### config.mk
export PLATFORM = sky130hd
export DESIGN_NAME = usb_endpoint_arbiter_events
export DESIGN_NICKNAME = d
export VERILOG_FILES = /design/src/hdl/usb_arb_pkg.sv /design/src/hdl/link_events.sv /design/src/hdl/ep_channel.sv /design/src/hdl/usb_endpoint_arbiter_events.sv
export SDC_FILE = /design/constraint.sdc
export NUM_CORES = 2
export LEC_CHECK = 0
export ABC_CLOCK_PERIOD_IN_PS = 6600
export BUFFER_PORTS_ARGS = -buffer_cell sky130_fd_sc_hd__buf_2
export CAP_MARGIN = 20
export CORE_MARGIN = 2
export CORE_UTILIZATION = 36
export CTS_CLUSTER_DIAMETER = 80
export CTS_CLUSTER_SIZE = 8
export DETAILED_ROUTE_END_ITERATION = 10
export HOLD_SLACK_MARGIN = 0.15
export PLACE_DENSITY_LB_ADDON = 0.2
export SETUP_SLACK_MARGIN = 0.05
export SLEW_MARGIN = 0
export SYNTH_ARGS = -nofsm -noshare
export SYNTH_HDL_FRONTEND = slang
export SYNTH_SLANG_ARGS = --single-unit
### constraint.sdc
create_clock -name sys_clk -period 6.6 [get_ports sys_clk]
set_input_delay 1.32 -clock sys_clk [delete_from_list [all_inputs] [get_ports sys_clk]]
set_output_delay 1.32 -clock sys_clk [all_outputs]
set_load 0.01 [all_outputs]
### src/hdl/usb_arb_pkg.sv
// Constants and types shared by the endpoint arbiter event logic.
package usb_arb_pkg;
	localparam int NUM_EP = 8;
	localparam int NUM_EV = 5;
	localparam int CNT_W = 10;
	localparam logic [1:0] MODE_MANUAL = 2'h0;
	localparam logic [1:0] MODE_MANUAL_DMA = 2'h1;
	localparam logic [1:0] MODE_AUTO_DMA = 2'h2;
	localparam logic [CNT_W-1:0] MEM_BYTES = 10'h200;
	localparam logic [CNT_W-1:0] COMMON_BYTES = 10'h100;
	localparam logic [CNT_W-1:0] DMA_THRESHOLD = 10'h020;
	localparam logic [CNT_W-1:0] DED_UNIT = 10'h004;
	localparam logic [CNT_W-1:0] ONE_CNT = 10'h001;
	localparam logic [7:0] OFS_LINK_RAW = 8'h00;
	localparam logic [7:0] OFS_LINK_MASK = 8'h04;
	localparam logic [7:0] OFS_LINK_GATED = 8'h08;
	localparam logic [7:0] OFS_SLEEP_INFO = 8'h0c;
	localparam logic [7:0] OFS_ARB_RAW_BASE = 8'h10;
	localparam logic [7:0] ARB_STRIDE = 8'h04;
	localparam logic [7:0] OFS_ARB_ENABLE = 8'h24;
	localparam logic [7:0] OFS_BUF_SIZE = 8'h28;
	localparam logic [2:0] OFS_EP_CFG_PAGE = 3'h2;
	localparam logic [2:0] OFS_EP_CNT_PAGE = 3'h3;
	localparam int LINK_LPM_BIT = 0;
	localparam int LINK_WAKE_BIT = 1;
	localparam int CFG_MODE_LSB = 0;
	localparam int CFG_DIR_BIT = 2;
	localparam int CFG_REQ_BIT = 3;
	localparam int EV_GRANT = 0;
	localparam int EV_IN_FULL = 1;
	localparam int EV_OVERFLOW = 2;
	localparam int EV_UNDERFLOW = 3;
	localparam int EV_TERMIN = 4;
	localparam logic [1:0] RST_LINK_MASK = 2'h0;
	localparam logic [NUM_EV-1:0] RST_ARB_ENABLE = 5'h00;
	localparam logic [3:0] RST_BUF_SIZE = 4'h7;
	typedef enum logic [1:0] {PWR_ACTIVE = 2'h0, PWR_DEEP_SLEEP = 2'h1, PWR_HIBERNATE = 2'h3} power_mode_t;
	typedef enum logic {PH_IDLE = 1'b0, PH_REQ = 1'b1} req_phase_t;
	typedef struct packed {
		logic [1:0] mode;
		logic dir_in;
		logic [CNT_W-1:0] byte_count;
	} ep_cfg_t;
	typedef struct packed {
		logic buf_wr;
		logic buf_rd;
		logic in_token;
		logic burst_end;
	} ep_traffic_t;
	typedef struct packed {
		logic termin;
		logic underflow;
		logic overflow;
		logic in_full;
		logic grant;
	} ep_event_t;
endpackage : usb_arb_pkg

### src/hdl/link_events.sv
// Link power management and wake event status with write-one-to-clear bits.
`timescale 1ns/1ps
module link_events
	import usb_arb_pkg::*;
(
	input wire logic sys_clk,
	input wire logic sys_rst,
	input wire logic lpm_token,
	input wire logic dp_level,
	input wire power_mode_t power_mode,
	input wire logic [1:0] raw_clear,
	input wire logic [1:0] mask,
	output logic [1:0] raw,
	output logic [1:0] gated,
	output logic asleep
);
	typedef struct packed {
		logic [1:0] raw;
		logic asleep;
	} link_state_t;
	link_state_t state;
	link_state_t next_state;
	logic wake_seen;

	always_comb begin
		wake_seen = !dp_level && power_mode == PWR_ACTIVE;
		next_state.raw = {wake_seen, lpm_token} | (state.raw & ~raw_clear);
		next_state.asleep = wake_seen ? 1'b0 : (lpm_token | state.asleep);
		gated = state.raw & mask;
	end

	always_ff @(posedge sys_clk) begin
		if (sys_rst) begin
			state <= '0;
		end else begin
			state <= next_state;
		end
	end

	assign raw = state.raw;
	assign asleep = state.asleep;

	a_wake_blocked_low_power: assert property (@(posedge sys_clk) disable iff (sys_rst)
		(!raw[LINK_WAKE_BIT] && power_mode != PWR_ACTIVE) |=> !raw[LINK_WAKE_BIT])
		else $error("Wake status set outside active mode.");
	a_clear_then_hold: assert property (@(posedge sys_clk) disable iff (sys_rst)
		(raw[LINK_LPM_BIT] && !raw_clear[LINK_LPM_BIT]) |=> raw[LINK_LPM_BIT])
		else $error("Link power status dropped without a clear.");
	a_wake_ends_sleep: assert property (@(posedge sys_clk) disable iff (sys_rst)
		(asleep && !dp_level && power_mode == PWR_ACTIVE) |=> (!asleep && raw[LINK_WAKE_BIT]))
		else $error("Wake did not end link sleep.");
endmodule : link_events

### src/hdl/ep_channel.sv
// Endpoint buffer accounting, DMA request handshake and arbiter event detection.
`timescale 1ns/1ps
module ep_channel
	import usb_arb_pkg::*;
(
	input wire logic sys_clk,
	input wire logic sys_rst,
	input wire ep_cfg_t cfg,
	input wire logic [3:0] buf_size,
	input wire logic manual_req,
	input wire ep_traffic_t traffic,
	output ep_event_t events,
	output logic dma_req,
	output logic dma_termin,
	output logic tx_ready
);
	typedef struct packed {
		req_phase_t phase;
		logic [CNT_W-1:0] level;
		logic [CNT_W-1:0] moved;
		logic token_seen;
		logic termin;
		logic ready;
	} ep_state_t;
	ep_state_t state;
	ep_state_t next_state;
	logic auto_mode;
	logic dma_mode;
	logic [CNT_W-1:0] dedicated;
	logic [CNT_W-1:0] capacity;
	logic wr_ok;
	logic rd_ok;
	logic dma_move;
	logic auto_req;

	always_comb begin
		auto_mode = cfg.mode == MODE_AUTO_DMA;
		dma_mode = cfg.mode != MODE_MANUAL;
		dedicated = {4'h0, buf_size, 2'h0} + DED_UNIT;
		capacity = auto_mode ? (state.token_seen ? dedicated + COMMON_BYTES : dedicated) : MEM_BYTES;
		wr_ok = traffic.buf_wr && state.level < capacity;
		rd_ok = traffic.buf_rd && state.level != 10'h000;
		dma_move = cfg.dir_in ? wr_ok : rd_ok;
		auto_req = auto_mode && (cfg.dir_in ? (state.token_seen && state.level + DMA_THRESHOLD <= capacity
			&& state.moved < cfg.byte_count) : state.level >= DMA_THRESHOLD);
		events.grant = dma_mode && traffic.burst_end && state.phase == PH_REQ;
		events.in_full = cfg.dir_in && wr_ok && (auto_mode ? (!state.token_seen && state.level + ONE_CNT == dedicated)
			: state.moved + ONE_CNT == cfg.byte_count);
		events.overflow = auto_mode && cfg.dir_in && traffic.buf_wr && !wr_ok;
		events.underflow = dma_mode && cfg.dir_in && traffic.buf_rd && !rd_ok;
		events.termin = dma_mode && dma_move && state.moved + ONE_CNT == cfg.byte_count;
		next_state = state;
		next_state.level = state.level + {9'h000, wr_ok} - {9'h000, rd_ok};
		if (events.termin) begin
			next_state.moved = 10'h000;
		end else if (dma_move && (dma_mode || cfg.dir_in)) begin
			next_state.moved = state.moved + ONE_CNT;
		end
		next_state.termin = events.termin;
		next_state.token_seen = traffic.in_token | (state.token_seen & !events.termin);
		next_state.ready = cfg.dir_in && (auto_mode ? state.level >= DMA_THRESHOLD || state.level >= cfg.byte_count
			: state.level >= cfg.byte_count);
		case (state.phase)
			PH_IDLE: begin
				if ((manual_req && cfg.mode == MODE_MANUAL_DMA) || auto_req) begin
					next_state.phase = PH_REQ;
				end
			end
			PH_REQ: begin
				if (traffic.burst_end) begin
					next_state.phase = PH_IDLE;
				end
			end
			default: begin
				next_state.phase = PH_IDLE;
			end
		endcase
	end

	always_ff @(posedge sys_clk) begin
		if (sys_rst) begin
			state <= '0;
		end else begin
			state <= next_state;
		end
	end

	assign dma_req = state.phase == PH_REQ;
	assign dma_termin = state.termin;
	assign tx_ready = state.ready;

	a_grant_needs_request: assert property (@(posedge sys_clk) disable iff (sys_rst)
		events.grant |-> (dma_req && traffic.burst_end) ##1 !dma_req)
		else $error("Grant without outstanding request.");
	a_request_held_once: assert property (@(posedge sys_clk) disable iff (sys_rst)
		(dma_req && !traffic.burst_end) |=> (dma_req && $stable(state.phase)))
		else $error("Pending request dropped before burst end.");
	a_overflow_auto_in: assert property (@(posedge sys_clk) disable iff (sys_rst)
		events.overflow |-> (cfg.mode == MODE_AUTO_DMA && cfg.dir_in && state.level == capacity))
		else $error("Overflow outside cut-through IN.");
	a_underflow_dma_in: assert property (@(posedge sys_clk) disable iff (sys_rst)
		events.underflow |-> (cfg.dir_in && cfg.mode != MODE_MANUAL && state.level == 10'h000))
		else $error("Underflow flagged on wrong endpoint.");
	a_termin_pulse_out: assert property (@(posedge sys_clk) disable iff (sys_rst)
		events.termin |=> (dma_termin && state.moved == 10'h000) ##1 !dma_termin[*1])
		else $error("Termination pulse missing or stretched.");
endmodule : ep_channel

### src/hdl/usb_endpoint_arbiter_events.sv
// Register file, link events and per-endpoint arbiter events of the USB endpoint arbiter.
//
// Functional notes
// LPM token sets its sticky status; interrupt raised only when masked in.
// Each link event's gated status is raw status AND mask.
// Low level on D+ sets wake status with its own mask and gated bit.
// Wake events are produced only in active power mode.
// Arbiter interrupt is OR of five event groups each ANDed with enable.
// In DMA modes burst end on a pending request sets grant status.
// One grant status per endpoint, shared by manual and automatic requests.
// Only the first request before grant reaches the DMA; later ones dropped.
// Store-and-forward IN: buffer full when written bytes equal byte count.
// Cut-through IN: buffer full when dedicated buffer, sized by 4-bit field, fills.
// Buffer full status only for IN endpoints, in any of three modes.
// Overflow only in cut-through when DMA writes past remaining space.
// Cut-through IN uses common area only after its IN token arrived.
// Underflow only for IN endpoints in DMA modes when buffer runs dry.
// Termination pulse and status once DMA moved the full byte count.
// Eight DMA request outputs, one per data endpoint channel.
// DMA controller returns burst end on the serviced endpoint's line.
// Each endpoint selects manual, manual DMA or automatic DMA mode.
// Firmware places whole IN packet in shared memory before the token.
// Cut-through IN starts sending once enough bytes are buffered.
// Cut-through OUT requests DMA once the threshold of bytes is present.
// Leaving link sleep works like a wake from suspend.
// Automatic allocation gives each endpoint a dedicated buffer plus common area.
// Raw status bits stay set until software writes one to clear.
//
// Our own choices: the register addresses and the strobed register port.
`timescale 1ns/1ps
module usb_endpoint_arbiter_events
	import usb_arb_pkg::*;
(
	input wire logic sys_clk,
	input wire logic sys_rst,
	input wire logic [7:0] reg_addr,
	input wire logic [31:0] reg_wdata,
	input wire logic reg_wr,
	input wire logic reg_rd,
	output logic [31:0] reg_rdata,
	input wire logic lpm_token,
	input wire logic [7:0] lpm_info,
	input wire logic dp_level,
	input wire power_mode_t power_mode,
	input wire logic [NUM_EP-1:0] ep_buf_wr,
	input wire logic [NUM_EP-1:0] ep_buf_rd,
	input wire logic [NUM_EP-1:0] ep_in_token,
	input wire logic [NUM_EP-1:0] dma_burst_end,
	output logic [NUM_EP-1:0] dma_req,
	output logic [NUM_EP-1:0] dma_termin,
	output logic [NUM_EP-1:0] tx_ready,
	output logic link_irq,
	output logic arb_irq,
	output logic link_asleep
);
	typedef struct packed {
		logic [1:0] link_mask;
		logic [NUM_EV-1:0] arb_enable;
		logic [3:0] buf_size;
		ep_cfg_t [NUM_EP-1:0] cfg;
		logic [NUM_EV-1:0][NUM_EP-1:0] arb_raw;
		logic [7:0] sleep_info;
		logic [31:0] rdata;
		logic link_irq;
		logic arb_irq;
		logic [NUM_EP-1:0] manual_req;
	} regs_t;

	regs_t state;
	regs_t next_state;
	logic [1:0] link_clear;
	logic [1:0] link_raw;
	logic [1:0] link_gated;
	logic [NUM_EV-1:0][NUM_EP-1:0] arb_clear;
	logic [NUM_EV-1:0][NUM_EP-1:0] ev_vec;
	logic [NUM_EV-1:0] arb_any;
	logic arb_hit;
	logic [2:0] arb_sel;
	logic [2:0] ep_idx;
	logic cfg_hit;
	logic cnt_hit;
	ep_event_t [NUM_EP-1:0] ep_events;
	ep_traffic_t [NUM_EP-1:0] traffic;

	link_events link_unit (
		.sys_clk(sys_clk),
		.sys_rst(sys_rst),
		.lpm_token(lpm_token),
		.dp_level(dp_level),
		.power_mode(power_mode),
		.raw_clear(link_clear),
		.mask(state.link_mask),
		.raw(link_raw),
		.gated(link_gated),
		.asleep(link_asleep)
	);

	generate
		for (genvar i = 0; i < NUM_EP; i++) begin : g_ep
			assign traffic[i] = {ep_buf_wr[i], ep_buf_rd[i], ep_in_token[i], dma_burst_end[i]};
			ep_channel ep_unit (
				.sys_clk(sys_clk),
				.sys_rst(sys_rst),
				.cfg(state.cfg[i]),
				.buf_size(state.buf_size),
				.manual_req(state.manual_req[i]),
				.traffic(traffic[i]),
				.events(ep_events[i]),
				.dma_req(dma_req[i]),
				.dma_termin(dma_termin[i]),
				.tx_ready(tx_ready[i])
			);
			for (genvar e = 0; e < NUM_EV; e++) begin : g_ev
				assign ev_vec[e][i] = ep_events[i][e];
			end
		end
	endgenerate

	always_comb begin
		ep_idx = reg_addr[4:2];
		cfg_hit = reg_addr[7:5] == OFS_EP_CFG_PAGE;
		cnt_hit = reg_addr[7:5] == OFS_EP_CNT_PAGE;
		arb_hit = 1'b0;
		arb_sel = 3'h0;
		for (int e = 0; e < NUM_EV; e++) begin
			if (reg_addr == OFS_ARB_RAW_BASE + ARB_STRIDE * 8'(e)) begin
				arb_hit = 1'b1;
				arb_sel = 3'(e);
			end
		end
		for (int e = 0; e < NUM_EV; e++) begin
			arb_any[e] = |state.arb_raw[e];
		end
	end

	always_comb begin
		next_state = state;
		link_clear = 2'h0;
		arb_clear = '0;
		next_state.rdata = 32'h0000_0000;
		next_state.manual_req = '0;
		if (reg_wr) begin
			if (reg_addr == OFS_LINK_RAW) begin
				link_clear = reg_wdata[1:0];
			end else if (reg_addr == OFS_LINK_MASK) begin
				next_state.link_mask = reg_wdata[1:0];
			end else if (arb_hit) begin
				arb_clear[arb_sel] = reg_wdata[NUM_EP-1:0];
			end else if (reg_addr == OFS_ARB_ENABLE) begin
				next_state.arb_enable = reg_wdata[NUM_EV-1:0];
			end else if (reg_addr == OFS_BUF_SIZE) begin
				next_state.buf_size = reg_wdata[3:0];
			end else if (cfg_hit) begin
				next_state.cfg[ep_idx].mode = reg_wdata[CFG_MODE_LSB+:2];
				next_state.cfg[ep_idx].dir_in = reg_wdata[CFG_DIR_BIT];
				next_state.manual_req[ep_idx] = reg_wdata[CFG_REQ_BIT];
			end else if (cnt_hit) begin
				next_state.cfg[ep_idx].byte_count = reg_wdata[CNT_W-1:0];
			end
		end
		if (reg_rd) begin
			if (reg_addr == OFS_LINK_RAW) begin
				next_state.rdata = {30'h0000_0000, link_raw};
			end else if (reg_addr == OFS_LINK_MASK) begin
				next_state.rdata = {30'h0000_0000, state.link_mask};
			end else if (reg_addr == OFS_LINK_GATED) begin
				next_state.rdata = {30'h0000_0000, link_gated};
			end else if (reg_addr == OFS_SLEEP_INFO) begin
				next_state.rdata = {24'h00_0000, state.sleep_info};
			end else if (arb_hit) begin
				next_state.rdata = {24'h00_0000, state.arb_raw[arb_sel]};
			end else if (reg_addr == OFS_ARB_ENABLE) begin
				next_state.rdata = {27'h000_0000, state.arb_enable};
			end else if (reg_addr == OFS_BUF_SIZE) begin
				next_state.rdata = {28'h000_0000, state.buf_size};
			end else if (cfg_hit) begin
				next_state.rdata = {28'h000_0000, dma_req[ep_idx], state.cfg[ep_idx].dir_in, state.cfg[ep_idx].mode};
			end else if (cnt_hit) begin
				next_state.rdata = {22'h00_0000, state.cfg[ep_idx].byte_count};
			end
		end
		for (int e = 0; e < NUM_EV; e++) begin
			next_state.arb_raw[e] = ev_vec[e] | (state.arb_raw[e] & ~arb_clear[e]);
		end
		if (lpm_token) begin
			next_state.sleep_info = lpm_info;
		end
		next_state.link_irq = |link_gated;
		next_state.arb_irq = |(state.arb_enable & arb_any);
	end

	always_ff @(posedge sys_clk) begin
		if (sys_rst) begin
			state <= '0;
			state.link_mask <= RST_LINK_MASK;
			state.arb_enable <= RST_ARB_ENABLE;
			state.buf_size <= RST_BUF_SIZE;
		end else begin
			state <= next_state;
		end
	end

	assign reg_rdata = state.rdata;
	assign link_irq = state.link_irq;
	assign arb_irq = state.arb_irq;

	a_lpm_sets_raw: assert property (@(posedge sys_clk) disable iff (sys_rst)
		lpm_token |=> (link_raw[LINK_LPM_BIT] && state.sleep_info == $past(lpm_info)))
		else $error("LPM token did not set status.");

	a_lpm_irq_masked: assert property (@(posedge sys_clk) disable iff (sys_rst)
		(link_raw[LINK_LPM_BIT] && !state.link_mask[LINK_LPM_BIT] && !link_gated[LINK_WAKE_BIT]) |=> !link_irq)
		else $error("Masked LPM event raised interrupt.");

	a_link_gated_and: assert property (@(posedge sys_clk) disable iff (sys_rst)
		link_gated == (link_raw & state.link_mask))
		else $error("Gated link status is not raw AND mask.");

	a_wake_sets_raw: assert property (@(posedge sys_clk) disable iff (sys_rst)
		(!dp_level && power_mode == PWR_ACTIVE) |=> link_raw[LINK_WAKE_BIT] ##1 link_irq == state.link_mask[LINK_WAKE_BIT]
			|| link_gated[LINK_LPM_BIT])
		else $error("D+ low did not raise wake status.");

	a_arb_irq_or: assert property (@(posedge sys_clk) disable iff (sys_rst)
		arb_irq == $past(|(state.arb_enable & arb_any)))
		else $error("Arbiter interrupt is not the gated OR.");

	a_grant_sticky: assert property (@(posedge sys_clk) disable iff (sys_rst)
		(dma_req[0] && dma_burst_end[0] && state.cfg[0].mode != MODE_MANUAL) |=> state.arb_raw[EV_GRANT][0])
		else $error("Burst end did not set grant status.");

	a_arb_clear_w1c: assert property (@(posedge sys_clk) disable iff (sys_rst)
		(reg_wr && reg_addr == OFS_ARB_RAW_BASE && reg_wdata[0] && !ev_vec[EV_GRANT][0])
			|=> !state.arb_raw[EV_GRANT][0])
		else $error("Write one did not clear grant status.");

	a_arb_set_wins: assert property (@(posedge sys_clk) disable iff (sys_rst)
		ev_vec[EV_TERMIN][2] |=> state.arb_raw[EV_TERMIN][2])
		else $error("Termination event lost against a clear.");

	a_rdata_one_cycle: assert property (@(posedge sys_clk) disable iff (sys_rst)
		!reg_rd |=> reg_rdata == 32'h0000_0000)
		else $error("Read data held beyond its cycle.");

endmodule : usb_endpoint_arbiter_events

After elaboration in Yosys (flattened, before gate mapping)
Cells that the tools add are included.

Flip-flop bits (word level): 400. Input bits: 88.

Add/sub/neg operators: 42. Order comparisons: 44. Equality and inequality tests: 44. Muxes and demuxes: 117. Bitwise gates (word level): 56. Reduce and logical (&&, ||, !) cells: 272.

Operator list (number): bitwise mux 104 bit (3); two-way mux 104 bit (2); logical AND 1 bit (171); two-way mux 10 bit (17); adder 10 x 1 -> 10 bit, second input constant (16); equality test 10 bit (16); less-than comparator 10 bit (16); two-way mux 40 bit (4); demux 13 bit (select 3 bit) (3); adder 10 x 1 -> 10 bit (8); adder 10 x 6 -> 10 bit, second input constant (8); greater-or-equal comparator 10 bit (8); greater-or-equal comparator 10 x 6 -> 1 bit, second input constant (8); less-or-equal comparator 10 bit (8); nonzero test 10 bit (8); subtractor 10 x 1 -> 10 bit (8); two-way mux 8 bit (8); two-way mux 1 bit (56); bitwise AND 8 bit (6); OR reduction 8 bit (6); bitwise AND 40 bit (1); NOT 8 bit (5); OR 8 bit (5); binary-select mux 13 bit (select 3 bit) (1); 40 further kinds (183).

Depth between registers and ports, before layout
Depth after elaboration: 17. Gate-level depth with buffers: 22. Mapped depth without buffers: 20.

Hierarchy
A second synthesis with hierarchy kept.

Cells, all modules: 3917. Area total of the unflattened synthesis: 32570.0 um^2.

Modules (own cells, without submodules): ep_channel at g_ep[3].ep_unit ... (times used 3, cells an instance 376, area each 3056.7 um^2); usb_endpoint_arbiter_events (times used 1, cells an instance 966, area each 8541.9 um^2); ep_channel at g_ep[0].ep_unit ... (times used 2, cells an instance 360, area each 2941.6 um^2); ep_channel at g_ep[2].ep_unit (times used 1, cells an instance 369, area each 3035.4 um^2); ep_channel at g_ep[7].ep_unit (times used 1, cells an instance 353, area each 2919.0 um^2); ep_channel at g_ep[5].ep_unit (times used 1, cells an instance 368, area each 2897.8 um^2); link_events (times used 1, cells an instance 13, area each 122.6 um^2).

Least setup slack after synthesis
Ideal clock, no wire load.

Path type: reg2reg. From: reg, netlist name state[195]. To: reg g_ep[6].ep_unit.state[21] (netlist name). Arrival: 3.989 ns. Required time: 6.472 ns. Setup slack: 2.483 ns. Cell stages (with the launch flop): 23. Period minus slack after synthesis: 4.117 ns. Cells stage by stage: dfxtp_1 ha_1 and3_1 buf_2 buf_2 nand2_1 ha_1 or3_1 a21oi_1 a21oi_1 o21ai_0 nand2_1 nor2b_1 ha_1 inv_1 fa_1 nand2b_1 a21oi_1 o21ai_0 a21oi_1 o41a_1 xnor2_1 nor2_1.

Word-level cells in the longest chain between the ends: 8.

Ends and longest elaborated chain: adder 6 x 3 -> 7 bit (*) (line ep_channel.sv:39) `dedicated = {4'h0, buf_size, 2'h0} + DED_UNIT;`; adder 10 x 9 -> 10 bit (line ep_channel.sv:40) `capacity = auto_mode ? (state.token_seen ? dedicated + COMMON_BYTES : dedicated) : MEM_BYTES;`; two-way mux 10 bit (*) (2 in series) (line ep_channel.sv:40); less-than comparator 10 bit (*) (line ep_channel.sv:41) `wr_ok = traffic.buf_wr && state.level < capacity;`; logical AND 1 bit (*) (line ep_channel.sv:41); adder 10 x 1 -> 10 bit (*) (line ep_channel.sv:53) `next_state.level = state.level + {9'h000, wr_ok} - {9'h000, rd_ok};`; subtractor 10 x 1 -> 10 bit (*) (line ep_channel.sv:53); to (signal assigned) (line ep_channel.sv:84) `state <= next_state;`; to (decl) (line ep_channel.sv:25) `ep_state_t state;`.

Every way passes the cells marked *; elsewhere a longest branch is shown, timed or not. A chain may end at the register's enable or synchronous reset.

Worst setup path in the final report
From: reg, netlist name state[194]. To: reg g_ep[6].ep_unit.state[21] (netlist name).

Word-level cells in the longest chain between the ends: 8.

Ends and longest elaborated chain (line): adder 6 x 3 -> 7 bit (*) (ep_channel.sv:39); adder 10 x 9 -> 10 bit (ep_channel.sv:40); two-way mux 10 bit (*) (2 in series) (ep_channel.sv:40); less-than comparator 10 bit (*) (ep_channel.sv:41); logical AND 1 bit (*) (ep_channel.sv:41); adder 10 x 1 -> 10 bit (*) (ep_channel.sv:53); subtractor 10 x 1 -> 10 bit (*) (ep_channel.sv:53).

Marked as above.

==> results.toml <==
[run_status]
status = "finished, final reports clean"

[clock_tree]
post_cts_buffers = 0
cts_buffers = 57
clk_pin_slew_ps = 50
cts_tree = "built"
clock-sinks = 378
clk_path_buf_depth = 3
clock_latency_ps = 640
cts-htree-levels = 2
holdBufCountCts = 0
root_buffer = "clkbuf_16"
postCtsResizedCells = 0

[final_layout]
layout_common_cells = "ha_1, dfxtp_1, nor2_1, nand2_1, inv_1"
final_util = 0.3986
fillers = 8754
final_common_cell = "ha_1"
num-nets-final = 4250
area_growth_syn_to_layout_pct = 9.403
drive_above_1_share = 0.07928

[logic_synthesis]
ys_ff_latch = 378
syn_inst = 3687
synthDominantCellAreaShare = 0.2478
synth-seq-area-share = 0.2478
dominantRegCellSynth = "dfxtp_1"
synth_area_sq_mm = 0.03054
synth_area_per_cell_sq_um = 8.282
yosysTopAreaCell = "dfxtp_1"
ys_types = 105
synth_edf_count = 0
yosys_warnings = 0
synth-async-reset-ratio = 0
yosys-top-cells-area = "dfxtp_1, ha_1, xnor2_1"

[timing]
worst_slew_pin_slew_ps = 1126
final_max_slew_viol_count = 0
setup-tns-final_ps = 0
timing.slew.headroom = 0.2454
finalCriticalPeriod_ps = 4857
finalSetupViolCount = 0
clock_skew_ps = 40.13
fmax_mhz = 205.9
rsz0062_at_grt = "no"
hold_viol = 0
fin_crit_sh = 0.7360

[floorplanning]
dieArea_sq_mm = 0.08717
num_rows = 106
start_util = 0.3643
die_x_um = 295.2
ioPinCount = 147
die_h_um = 295.2
core_sq_mm = 0.08382

[pwr]
irDropWorstVdd_mv = 0.2265
power.density_mw_per_mm2 = 314.6
p_leak_nw = 13.39
power_mw = 10.51

[global_routing]
grt_pass1_wl_um = 150800
grt_remaining_overflow = 0
track_usage = 0.2237
antenna_found_initial = 10
grt_pass1_vias = 24440
grt_start_max_net_pins = 170

[drt]
vias_per_cell = 5.360
met1_length_um = 46920
dr_wl_met3_um = 5470
top_layer = "met5"
met2WireLength_um = 43320
drt-initial-drc-count = 1971
vias = 26040
detail-route-antenna-nets = 0
dr.pass1.iters = 5
drc = 0
wirelength_um = 98350
avgRoutedWirePerCell_um = 20.24

[setup_path]
critPathLaunchType = "flip-flop"
slowest_stage = "dfxtp_2"
critPathTopFamily = "compound AO/OA/AOI/OAI gates"
worst_setup_path_end_kind = "flip-flop"
crit_buf_inv = 1
cpPeakStageDelay_ps = 520
crit_type = "flip-flop to flip-flop"
arrival_ps = 5350
crit_path_cell_trace = "ha_1 -> xor2_4 -> nand2_1 -> ha_1 -> o21ba_2 -> o31ai_1 -> a21oi_1 -> o21ai_0 -> nand2_1 -> nor2b_1 -> ha_1 -> inv_1 -> fa_1 -> nand2b_1 -> a21oi_1 -> o21ai_0 -> a21oi_1 -> o41a_1 -> xnor2_1 -> nor2_1"
path_max_fanout = 9
required_ps = 7090

[run]
cap_violations = 0

[min_path]
hp-class = "flip-flop to flip-flop"

[placement]
dpl.hpwl_um = 74620
io_buffers = 102
routabilityCongestion = 0.9657
==> power by group <==
part	switching (mW)	internal (mW)	total, mW
logic	2.48	2.15	4.64
registers	0.562	2.53	3.09
clock network	1.12	1.67	2.78
total	4.16	6.35	10.5
==> synth_stat cells (all sizes together) (29+ instances only) <==
cell,count
xor2,95
ha,448
xnor2,224
nand3,105
nand4,68
nand2b,50
inv,269
dfxtp,378
nor2b,59
a21o,37
nand2,292
o21a,29
o21ai,169
or3,37
nor2,371
clkbuf,87
and3,33
nor3,63
buf,94
nor4,34
mux2i,94
a21oi,237
==> final timing paths <==
path | startpoint | to | slack [ps] | cells after the start
hold / removal | link_unit.asleep | link_unit.asleep | 470 | 2
setup / recovery | state[194] | g_ep[6].ep_unit.state[21] | 1740 | 20
hold reg to reg | link_unit.asleep | link_unit.asleep | 470 | 2
setup reg to reg | state[194] | g_ep[6].ep_unit.state[21] | 1740 | 20
==> cells by family after synthesis <==
kind of cell,Yosys count,synth area share
compound gates,750,0.1602
mux,137,0.05552
flops,378,0.2478
buf+inv,456,0.06498
fa+ha+maj,456,0.1888
simple gates,1189,0.1891
other cells,1,0.0001228
xor+xnor,320,0.09346
==> state kept, by name (all words and copies together) (netlist names) <==
register	count
state	171
g_ep.ep_unit.state	168
reg_rdata	10
g_ep.ep_unit.dma_req	8
g_ep.ep_unit.dma_termin	8
g_ep.ep_unit.tx_ready	8
link_unit.raw	2
arb_irq	1
link_irq	1
link_unit.asleep	1
==> per-layer routing <==
metal,vias up,global-route usage
li1,12940,-
met1,12290,0.3157
met2,661,0.3544
met3,141,0.03383
met4,14,0.05782
met5,-,0
==> metrics by stage <==
step	cell area, sq um	hold WS (ps)	instances	worst slack, ps
6_report	33410	471.2	4858	1743
5_1_grt	33400	501.8	4856	1394
4_1_cts	33400	474.3	4855	1751
3_5_place_dp	31760	463.7	4781	1771
3_3_place_gp	31760	464.9	4781	1784
2_1_floorplan	30620	443.9	3708	2483
==> worst register-to-register path, cell delays in order, from the launching register on <==
cell and delay [ps]:
dfxtp_2 520, ha_1 320, xor2_4 500, nand2_1 110
ha_1 330, o21ba_2 220, o31ai_1 90, a21oi_1 270
o21ai_0 280, nand2_1 130, nor2b_1 280, ha_1 230
inv_1 50, fa_1 390, nand2b_1 160, a21oi_1 170
o21ai_0 130, a21oi_1 220, o41a_1 180, xnor2_1 120
nor2_1 50
==> cell type report <==
class	instances	area (sq um)	area share
Multi-Input combinational cell	2874	21070	0.6307
Sequential cell	378	7569	0.2265
Inverter	275	1032	0.03090
Timing Repair Buffer	120	670.6	0.02007
Antenna cell	3	7.507	0.0002247
Clock inverter	7	125.1	0.003745
Tap cell	1134	1419	0.04247
Clock buffer	67	1515	0.04535
No activity file was read; power rests on OpenSTA's default activity.
